===== src/verilog/wtm_pkg.sv =====
// Function
// [RL1] Each processor write is held as a data word plus its address side by side.
// [RL2] Queued writes go to memory oldest first, data to its paired address.
// [RL3] A non-empty queue requests the system bus and writes only once granted.
// [RL4] With depth above one, a new write is taken while an old one drains.
// [RL5] A full queue stalls the processor until one word reaches memory.
// [RL6] The queue supports writes and reads and reports empty, full and count.
// [RL7] Every system bus address is compared with all valid entries at once.
// [RL8] System reads are checked against the queue only, never the cache tags.
// [RL9] A system read that hits is held off while buffered data is written first.
// [RL10] Read-hit flush covers the word, entries through it, or the whole queue.
// [RL11] Unordered write hit cancels matching entries and invalidates the cached line.
// [RL12] Cancelling shifts later entries forward one place, earlier ones stay put. The code shifts each kept entry up by the number of removed slots ahead of it.
// [RL13] Ordered write hit drains everything first, so the newest write lands last.
// [RL14] Any system bus write by another agent invalidates the cached line.
// [RL15] Queue depth is a build-time parameter from one to eight entries.
// [RL16] Stored addresses are physical; compare may be limited to real address bits.
// [RL17] Early draining may preempt a long system transfer such as DMA.
// [RL18] Default depth is worst grant wait plus write time over write gap.
// [RL19] Reset empties the queue, reports empty and drops any bus request.
`default_nettype none
package wtm_pkg;
    localparam int ADDR_W = 32;
    localparam int DATA_W = 32;
    localparam int DEPTH_MAX = 8;
    localparam int CNT_W = 4;

    // Sizing figures in ns; default depth follows from them
    localparam int BUS_WAIT_NS = 1000;
    localparam int MEM_WR_NS = 200;
    localparam int CPU_WR_GAP_NS = 250;
    localparam int DEPTH_DEFAULT = (BUS_WAIT_NS + MEM_WR_NS + CPU_WR_GAP_NS - 1) / CPU_WR_GAP_NS; // RL18

    // Bits that take part in the compare; narrow to the real physical address bits
    localparam logic [ADDR_W-1:0] REAL_ADDR_MASK = 32'hFFFF_FFFF; // RL16

    localparam logic [CNT_W-1:0] CNT_ZERO = 4'h0;
    localparam logic [CNT_W-1:0] CNT_ONE = 4'h1;

    typedef struct packed {
        logic [ADDR_W-1:0] addr;
        logic [DATA_W-1:0] data;
    } wr_entry_type;

    typedef struct packed {
        logic valid;
        logic write;
        logic [ADDR_W-1:0] addr;
    } snoop_type;

    typedef enum logic [1:0] {
        FLUSH_WORD = 2'h0,
        FLUSH_THROUGH = 2'h1,
        FLUSH_ALL = 2'h2
    } flush_mode_type;

    typedef enum logic [1:0] {
        ST_IDLE = 2'h0,
        ST_REQ = 2'h1,
        ST_WRITE = 2'h3
    } drain_state_type;

    function automatic logic addr_hit(input logic [ADDR_W-1:0] a, input logic [ADDR_W-1:0] b);
        return ((a ^ b) & REAL_ADDR_MASK) == '0;
    endfunction
endpackage
`default_nettype wire

===== src/verilog/buffered_write_through_monitor.sv =====
`timescale 1ns/1ps
`default_nettype none
module buffered_write_through_monitor
    import wtm_pkg::*;
#(
    // Build-time depth, one to eight entries
    parameter int DEPTH = DEPTH_DEFAULT // RL15
) (
    // Clock and reset
    input wire logic ref_clk,
    input wire logic rst,

    // Processor write port
    input wire logic cpu_wr_valid,
    input wire wr_entry_type cpu_wr,
    output logic cpu_stall_r,

    // System bus arbitration
    output logic bus_req_r,
    input wire logic bus_grant,
    output logic bus_preempt_r,

    // Main memory write
    output logic mem_wr_valid_r,
    output wr_entry_type mem_wr_r,
    input wire logic mem_wr_done,

    // System bus monitor
    input wire snoop_type snoop,
    output logic sys_hold_r,

    // Local cache invalidation
    output logic cache_inval_r,
    output logic [ADDR_W-1:0] cache_inval_addr_r,

    // Policy
    input wire logic [1:0] flush_mode,
    input wire logic order_matters,
    input wire logic [CNT_W-1:0] early_level,

    // Queue status
    output logic q_empty_r,
    output logic q_full_r,
    output logic [CNT_W-1:0] q_count_r
);
    // ------------------------------------------------------------
    // Declarations
    // ------------------------------------------------------------
    drain_state_type state_r;
    drain_state_type state_nxt;
    flush_mode_type mode;

    logic push;
    logic pop;
    logic [DEPTH-1:0] remove;
    logic [DEPTH-1:0] cancel;
    logic [DEPTH-1:0] hit;
    wr_entry_type head;

    logic rd_hit;
    logic wr_hit;
    logic [CNT_W-1:0] target;
    logic [CNT_W-1:0] flush_left_r;
    logic [CNT_W-1:0] flush_left_nxt;
    logic [CNT_W-1:0] flush_base;

    // ------------------------------------------------------------
    // Helpers
    // ------------------------------------------------------------
    // Entries from the head through the oldest or youngest hit
    function automatic logic [CNT_W-1:0] hit_span(
        input logic [DEPTH-1:0] h,
        input logic youngest
    );
        logic [CNT_W-1:0] span;
        logic found;
        span = CNT_ZERO;
        found = 1'b0;
        for (int i = 0; i < DEPTH; i++) begin
            if (h[i] && (youngest || !found)) begin
                span = CNT_W'(i + 1);
                found = 1'b1;
            end
        end
        return span;
    endfunction

    // ------------------------------------------------------------
    // Queue
    // ------------------------------------------------------------
    wb_queue #(
        .DEPTH(DEPTH)
    ) i_wb_queue (
        .ref_clk(ref_clk),
        .rst(rst),
        .push(push),
        .push_entry(cpu_wr),
        .remove(remove),
        .cmp_addr(snoop.addr),
        .hit(hit),
        .head(head),
        .count_r(q_count_r),
        .empty_r(q_empty_r),
        .full_r(q_full_r)
    );

    // Flags are registered, so a write that meets full is never taken
    assign push = cpu_wr_valid && !q_full_r; // RL1 RL5

    // Head pops only once memory has taken it; a cancel before the grant can remove it earlier
    assign pop = (state_r == ST_WRITE) && mem_wr_done; // RL2

    // ------------------------------------------------------------
    // Snoop classification
    // ------------------------------------------------------------
    // Reads consult the queue only; the cache never sees them
    assign rd_hit = snoop.valid && !snoop.write && (|hit); // RL8 RL9
    assign wr_hit = snoop.valid && snoop.write && (|hit);

    // Head in flight or just granted stays: mem_wr_r already carries it
    always_comb begin
        cancel = '0;
        if (wr_hit && !order_matters) begin
            cancel = hit; // RL11
            if (state_r == ST_WRITE || state_nxt == ST_WRITE) begin
                cancel[0] = 1'b0;
            end
        end
    end

    always_comb begin
        remove = cancel; // RL12
        if (pop) begin
            remove[0] = 1'b1;
        end
    end

    // ------------------------------------------------------------
    // Flush depth
    // ------------------------------------------------------------
    assign mode = flush_mode_type'(flush_mode);

    always_comb begin
        target = CNT_ZERO;
        if (rd_hit) begin
            unique case (mode)
                FLUSH_WORD: target = hit_span(hit, 1'b0); // RL10
                FLUSH_THROUGH: target = hit_span(hit, 1'b1);
                FLUSH_ALL: target = q_count_r;
                default: target = q_count_r;
            endcase
        end
        // System write waits until every older buffered write is out
        if (wr_hit && order_matters) begin
            target = q_count_r; // RL13
        end
        // Slot 0 leaving at this edge needs no further hold
        if (pop && target != CNT_ZERO) begin
            target = target - CNT_ONE;
        end
    end

    always_comb begin
        flush_base = flush_left_r;
        if (pop && flush_left_r != CNT_ZERO) begin
            flush_base = flush_left_r - CNT_ONE;
        end
        if (q_empty_r) begin
            flush_base = CNT_ZERO;
        end
        flush_left_nxt = (target > flush_base) ? target : flush_base;
    end

    always_ff @(posedge ref_clk) begin
        if (rst) begin
            flush_left_r <= CNT_ZERO;
            sys_hold_r <= 1'b0;
        end else begin
            flush_left_r <= flush_left_nxt;
            // Held system cycle retries once the flushed entries are gone
            sys_hold_r <= flush_left_nxt != CNT_ZERO; // RL9 RL13
        end
    end

    // ------------------------------------------------------------
    // Drain sequencer
    // ------------------------------------------------------------
    always_comb begin
        state_nxt = state_r;
        unique case (state_r)
            ST_IDLE: begin
                if (!q_empty_r) begin
                    state_nxt = ST_REQ; // RL3
                end
            end
            ST_REQ: begin
                if (q_empty_r) begin
                    state_nxt = ST_IDLE;
                end else if (bus_grant) begin
                    state_nxt = ST_WRITE; // RL3
                end
            end
            ST_WRITE: begin
                if (mem_wr_done) begin
                    state_nxt = (q_count_r > CNT_ONE) ? ST_REQ : ST_IDLE;
                end
            end
            default: state_nxt = ST_IDLE;
        endcase
    end

    always_ff @(posedge ref_clk) begin
        if (rst) begin
            state_r <= ST_IDLE;
        end else begin
            state_r <= state_nxt;
        end
    end

    // ------------------------------------------------------------
    // Bus request and memory write
    // ------------------------------------------------------------
    always_ff @(posedge ref_clk) begin
        if (rst) begin
            bus_req_r <= 1'b0; // RL19
        end else begin
            // Held through the write, dropped with the last done
            bus_req_r <= state_nxt != ST_IDLE; // RL3
        end
    end

    always_ff @(posedge ref_clk) begin
        if (rst) begin
            mem_wr_valid_r <= 1'b0;
            mem_wr_r <= '0;
        end else begin
            mem_wr_valid_r <= state_nxt == ST_WRITE;
            if (state_r == ST_REQ && state_nxt == ST_WRITE) begin
                mem_wr_r <= head; // RL2
            end
        end
    end

    // Asks the arbiter to break a long transfer before the queue fills
    always_ff @(posedge ref_clk) begin
        if (rst) begin
            bus_preempt_r <= 1'b0;
        end else begin
            bus_preempt_r <= !q_empty_r && (q_count_r >= early_level) && (state_nxt == ST_REQ); // RL17
        end
    end

    // ------------------------------------------------------------
    // Processor stall
    // ------------------------------------------------------------
    // Released at the same edge where a drain frees a slot
    always_ff @(posedge ref_clk) begin
        if (rst) begin
            cpu_stall_r <= 1'b0;
        end else begin
            cpu_stall_r <= (q_count_r == CNT_W'(DEPTH)) && !pop && !(|cancel)
                || (q_count_r == CNT_W'(DEPTH - 1)) && push && !pop && !(|cancel); // RL5
        end
    end

    // ------------------------------------------------------------
    // Cache invalidation
    // ------------------------------------------------------------
    // Any foreign write may hit a cached copy, buffered or not
    always_ff @(posedge ref_clk) begin
        if (rst) begin
            cache_inval_r <= 1'b0;
            cache_inval_addr_r <= '0;
        end else begin
            cache_inval_r <= snoop.valid && snoop.write; // RL14 RL11
            if (snoop.valid && snoop.write) begin
                cache_inval_addr_r <= snoop.addr;
            end
        end
    end
endmodule
`default_nettype wire


===== src/verilog/wb_queue.sv =====
`timescale 1ns/1ps
`default_nettype none
module wb_queue
    import wtm_pkg::*;
#(
    parameter int DEPTH = DEPTH_DEFAULT
) (
    // Clock and reset
    input wire logic ref_clk,
    input wire logic rst,
    // Fill side
    input wire logic push,
    input wire wr_entry_type push_entry,
    // Removal, any set of slots
    input wire logic [DEPTH-1:0] remove,
    // Parallel compare
    input wire logic [ADDR_W-1:0] cmp_addr,
    output logic [DEPTH-1:0] hit,
    // Head and status
    output wr_entry_type head,
    output logic [CNT_W-1:0] count_r,
    output logic empty_r,
    output logic full_r
);
    // Register array, so every slot can be compared in the same cycle
    wr_entry_type ent_r [DEPTH]; // RL1 RL7
    wr_entry_type ent_nxt [DEPTH];
    logic [DEPTH-1:0] vld_r;
    logic [DEPTH-1:0] vld_nxt;
    logic [CNT_W-1:0] count_nxt;

    // ------------------------------------------------------------
    // Compaction
    // ------------------------------------------------------------
    // Kept slots close up in order; slots ahead of the first gap never move
    always_comb begin
        int k;
        k = 0;
        vld_nxt = '0;
        for (int i = 0; i < DEPTH; i++) begin
            ent_nxt[i] = ent_r[i];
        end
        for (int i = 0; i < DEPTH; i++) begin
            if (vld_r[i] && !remove[i]) begin // RL12
                ent_nxt[k] = ent_r[i];
                vld_nxt[k] = 1'b1;
                k++;
            end
        end
        if (push && k < DEPTH) begin // RL4
            ent_nxt[k] = push_entry;
            vld_nxt[k] = 1'b1;
            k++;
        end
        count_nxt = k[CNT_W-1:0];
    end

    always_comb begin
        for (int i = 0; i < DEPTH; i++) begin
            hit[i] = vld_r[i] && addr_hit(ent_r[i].addr, cmp_addr); // RL7
        end
    end

    assign head = ent_r[0]; // RL2

    // ------------------------------------------------------------
    // State
    // ------------------------------------------------------------
    always_ff @(posedge ref_clk) begin
        if (rst) begin
            vld_r <= '0; // RL19
            count_r <= CNT_ZERO;
            empty_r <= 1'b1;
            full_r <= 1'b0;
        end else begin
            vld_r <= vld_nxt;
            count_r <= count_nxt;
            empty_r <= count_nxt == CNT_ZERO; // RL6
            full_r <= count_nxt == CNT_W'(DEPTH);
        end
    end

    always_ff @(posedge ref_clk) begin
        for (int i = 0; i < DEPTH; i++) begin
            ent_r[i] <= ent_nxt[i];
        end
    end
endmodule
`default_nettype wire


===== config.mk =====
export PLATFORM = sky130hd
export DESIGN_NAME = buffered_write_through_monitor
export DESIGN_NICKNAME = d
export VERILOG_FILES = /design/src/verilog/wtm_pkg.sv /design/src/verilog/buffered_write_through_monitor.sv /design/src/verilog/wb_queue.sv
export SDC_FILE = /design/constraint.sdc
export NUM_CORES = 2
export LEC_CHECK = 0
export BUFFER_PORTS_ARGS = -buffer_cell sky130_fd_sc_hd__buf_2
export CORE_MARGIN = 8
export CORE_UTILIZATION = 45
export DETAILED_ROUTE_END_ITERATION = 8
export PLACE_DENSITY_LB_ADDON = 0.15
export SLEW_MARGIN = 20
export SYNTH_ARGS = -nofsm -noshare
export SYNTH_HDL_FRONTEND = slang
export SYNTH_SLANG_ARGS = --single-unit

===== constraint.sdc =====
create_clock -name ref_clk -period 16.5 [get_ports ref_clk]
set_input_delay 0.825 -clock ref_clk [delete_from_list [all_inputs] [get_ports ref_clk]]
set_output_delay 0.825 -clock ref_clk [all_outputs]
set_load 0.05 [all_outputs]

# --- Word-level counts from Yosys, hierarchy flattened ---
# Memory sizes are Yosys's and may differ from the RTL's.
# Cells that the tools add are included.
classes:
  eq_ne: 8
  n_mux: 79
  n_reduce_logical: 74
  add_sub_neg: 7
  order_cmp: 24
  bitwise: 15
ops:
  columns: ["operator", "n"]
  rows:
  - ["320-bit bitwise mux", 5]
  - ["320-bit 2-to-1 mux", 5]
  - ["64-bit demux with 3-bit select", 5]
  - ["64-bit 2-to-1 mux", 5]
  - ["32-bit by 4-bit greater-or-equal comparator with 1-bit output, second input constant", 5]
  - ["32-bit logical NOT", 5]
  - ["32-bit by 1-bit less-than comparator with 1-bit output, second input constant", 5]
  - ["32-bit XOR", 5]
  - ["32-bit by 1-bit greater-or-equal comparator with 1-bit output, second input constant", 4]
  - ["32-bit by 5-bit less-than comparator with 1-bit output, second input constant", 4]
  - ["32-bit 2-to-1 mux", 4]
  - ["32-bit NOT", 4]
  - ["32-bit by 2-bit adder with 32-bit output, second input constant", 3]
  - ["4-bit 2-to-1 mux", 14]
  - ["1-bit logical AND", 43]
  - ["32-bit by 4-bit less-than comparator with 1-bit output, second input constant", 1]
  - ["1-bit NOT with 32-bit output", 1]
  - ["5-bit 2-to-1 mux", 6]
  - ["1-bit 2-to-1 mux", 23]
  - ["5-bit bitwise OR", 4]
  - ["1-bit demux with 3-bit select", 5]
  - ["1-bit logical NOT", 15]
  - ["4-bit by 3-bit equality test with 1-bit output, second input constant", 3]
  - ["4-bit nonzero test", 3]
  - ["19 further kinds", 30]
word_totals:
  out_inout_bits: 108
  ramBits: 320
  ff_bits: 119
  mem_count: 1
  inputBits: 110
  wordCells: 223
memory_table:
  columns: ["memory", "words", "word_bits", "read_ports", "rd_ports_with_merged_regs", "wr", "line", "source"]
  rows:
  - ["i_wb_queue.ent_r", 5, 64, 5, 0, 5, "wb_queue.sv:26", "wr_entry_type ent_r [DEPTH];"]

# --- Depth between registers and ports, before layout ---
# An unclocked memory read counts as a cell.
logic_depth:
  ltp_word: 34
  depth_mapped: 26
  ltp_nobuf: 21

# --- Modules after synthesis ---
# A second synthesis with hierarchy kept.
hier_totals:
  hier_cells: 2840
  area_unflattened_um2: 26953.4
modules_own_cells:
  columns: ["module", "cells_per_inst", "n_inst", "seq_area_each_um2", "area_per_inst_um2"]
  rows:
  - ["wb_queue", 2269, 1, 6626.4, 22569.1]
  - ["buffered_write_through_monitor", 571, 1, 2162.1, 4384.2]

# --- Worst setup path after synthesis ---
# Ideal clock, no wire load.
synth_timing:
  path_kind: "input -> register"
  startpoint: "in snoop[14] (netlist bit)"
  endpoint: "mem i_wb_queue.ent_r[0][27] (netlist bit)"
  arrival_ps: 5743
  required_time_ps: 16377
  setup_time_ps: 123
  path_stages: 20
  slack_ps: 10634
  path_buffers: 3
  cell_sequence: "buf_2 xor2_1 nor4_1 nand4_1 or4_1 o21ai_0 fa_1 and2_1 and3_1 a211o_1 ha_1 o21a_1 inv_1 ha_1 inv_1 a211oi_2 buf_4 nor3b_4 buf_2 mux2_1"
synth_lines:
  columns: ["item", "line", "source"]
  rows:
  - ["start, declared", "buffered_write_through_monitor.sv:29", "input wire snoop_type snoop,"]
  - ["end, declared", "wb_queue.sv:26", null]

==> metrics.md <==
| Metric | Value |
|---|---|
| Power density over the cells | 151 nW/um2 |
| Starting Density | 45.2% |
| Cts hold-fix bufs | 0 |
| Post-synthesis mux area share | 14.5% |
| Number of routed nets with antenna violations | 0 |
| Number of global-route vias before repair | 22.1k |
| Unrepaired setup endpoints after global routing | no |
| Peak supply drop | ~0.11 mV |
| Syn Area/Cell | 7.74 um2 |
| Max-slew headroom | about a fifth |
| Final instance area | roughly 27000 um2 |
| Adder and majority cell fraction of the synthesized area | under 10% |
| Final hold vios | 0 |
| DRC viols | 0 |
| Setup TNS Final | 0 ps |
| Max Buffers Root-to-Sink | 3 |
| #FFs+latches synth | between 400 and 500 |
| Post-synth cell types | 63 |
| Final setup viols | 0 |
| Clock tree from TritonCTS | yes |
| Yosys top cell by area | dfxtp_1 |
| Syn_nets | 3263 |
| Kind of critical path | in -> reg |
| Placed instance area | around 25000 um2 |
| Minimum clock period | just over 8000 ps |
| TritonCTS buffer count | a little over 50 |
| Startpoint Class | primary input |
| Worst setup EP type | flop |
| Initial DRC Count | between 1.5k and 2k |
| H-tree depth | 2 |
| Cell area after synthesis | 24300 um2 |
| Leakage power | 10.4 nW |
| Post-Route WL | 88.1 mm |
| Total GRT Usage | a little over a quarter |
| Routed WL per cell | about 23 um |
| Core area | about 54000 um2 |
| Fmax | 0.123 GHz |
| Row count | 85 |
| Initial antenna violation count | 11 |
| Drt pass-1 iters | 6 |
| Sink Count | ~440 |
| Postcts setup bufs | 0 |
| Syn Inst Count | 3134 |
| Most frequent cells after synthesis | nand2_1 (603), dfxtp_1 (439), o21ai_0 (424) |
| Top cells by area, synth | dfxtp_1 (36%), mux2i_1 (13%), nand2_1 (9.3%) |
| First-pass GRT wire length | 132 mm |
| Worst Tran Pin Value | ~1200 ps |
| WP data required | roughly 17000 ps |
| PortBufs | 217 |
| Overall power | between 4 and 5 mW |
| FFs w/ async S/R, synth | 0% |
| Post-synthesis xor/xnor area fraction | between 5 and 6% |
| WP data arrival | 8560 ps |
| Tcrit/Tclk final | between 40% and 50% |
| Max-cap violations | 0 |
| Max Fanout on Critical Path | 77 |
| Hold Crit Class | reg -> reg |
| Chip height | 248 um |
| Main combinational cell family by area after synthesis | compound AO/OA/AOI/OAI gates |
| # IOs | 218 |
| DR vias | 23.1k |
| Simple-Gate Fraction of Synth Area | 16.0% |
| Chip width | 248 um |
| Root Driver | clkbuf_16 |
| Hold slack | between 400 and 500 ps |
| RePlAce Congestion | 1.03 |
| Largest net degree at the start of global routing | 130 |
| Synthesis-to-layout area growth | 12.4% |
| Post-cts resize count | 0 |
| Ys Warns | 0 |
| Dpl cells | 3803 |
| Yosys top cell area share | 36.2% |
| Top FF cell, synth | dfxtp_1 |
| Compound-gate portion of the synthesized area | 21.1% |
| Final Slew Violations | 0 |
| Clock Pin Slew Worst Setup and Hold Paths | 60 ps |
| DR vias/cell | approximately 5.9 |
| Grt ovf | 0 |
| Fillers | just over 5k |
| Die area | 61600 um2 |
| Share of layout cells above drive strength 1 | 11.8% |
| Most common cell in the netlist | nand2_1 |
| Clock skew | around 17 ps |
| Final cell count without fillers | 3905 |
| Worst-Skew Late Latency | 610 ps |
| Register area share after synthesis | between 30% and 40% |
| Post-synth EDFFs | 0 |
| Status | finished clean |
| Final Net Count | 3290 |
| HPWL after DPL | roughly 55 mm |
cell type report:
type / count / area [um2] / share of cell area (%)
clock buffers: 74 / 1530 / 5.63
diodes: 8 / 20.0 / 0.0734
clock inverters: 19 / 269 / 0.987
multi-input cells: 2400 / 14400 / 52.7
flip-flops and latches: 439 / 8790 / 32.2
repair buffers: 244 / 1300 / 4.78
inverters: 25 / 93.8 / 0.344
well taps: 696 / 871 / 3.19
cells by family (layout without fill, tap and decap cells):
group,after synthesis,count (layout)
xor+xnor,166,166
simple gates,933,933
other cells,0,8
compound gates,934,934
fa+ha+maj,19,19
buf+inv,295,362
mux,348,348
flops,439,439
worst max-delay path, cell delays in order:
cell and delay [ps]:
buf_2 160, xor2_1 210, nor4_1 630, nand4_1 180, or4_1 670, o21ai_0 740
ha_1 360, nand3_4 540, and3_1 430, a211o_1 310, ha_1 320, o21a_1 270
inv_1 230, ha_1 180, inv_1 60, a211oi_2 580, and3_4 740, buf_4 790
o21ai_0 250
worst paths after layout:
path,from,end,slack (ps),cells after the start
setup / recovery,snoop[10],i_wb_queue.ent_r[1][6],8380,19
hold / removal,cache_inval_addr_r[22],cache_inval_addr_r[22],450,2
setup reg to reg,i_wb_queue.ent_r[1][42],i_wb_queue.ent_r[1][6],8430,18
hold reg to reg,cache_inval_addr_r[22],cache_inval_addr_r[22],450,2
metrics by stage:
| stage | setup slack (ps) | util (%) |
|---|---|---|
| after detailed placement | 7910 | 47.4 |
| after global placement | 8300 | 47.4 |
| after floorplan | 10630 | - |
| final | 8380 | 50.9 |
| after CTS | 8520 | 50.8 |
| after global routing | 8080 | 50.8 |
metal layers:
metal  global-route usage (%)  wire (um)  up-vias
met2                     45.7      41200      979
met4                     14.4       4250        6
met1                     34.1      36000    10900
met5                        0         37        -
met3                     4.22       6530      250
li1                         -          -    11000
registers in the layout (all words and copies together) (netlist names), 2 cells and up:
| register | cells |
|---|---|
| flush_left_r | 4 |
| i_wb_queue.count_r | 4 |
| i_wb_queue.vld_r | 5 |
| cache_inval_addr_r | 32 |
| mem_wr_r | 64 |
| i_wb_queue.ent_r | 320 |
| state_r | 2 |
report_power, final:
group | total, mW | internal (mW) | switching [mW]
Sequential | 1.75 | 1.38 | 0.370
Combinational | 1.13 | 0.518 | 0.615
Clock | 1.22 | 0.737 | 0.480
cells in the final DEF (no fill, tap or decap), drive strengths merged, types with 9 or more instances in the layout:
cell type	synthesis	final
clkinv	0	10
nand2b	11	11
buf	85	244
ha	18	18
nand3	14	14
and2	9	9
xnor2	117	117
mux2	33	33
nand2	603	603
clkbuf	185	74
nor2	168	168
a211oi	99	99
nor4	13	13
xor2	49	49
o31ai	34	34
a21oi	338	338
nand4	32	32
inv	25	26
nor3	47	47
o21ai	430	430
dfxtp	439	439
mux2i	315	315
(Power assumes the default switching activity.)
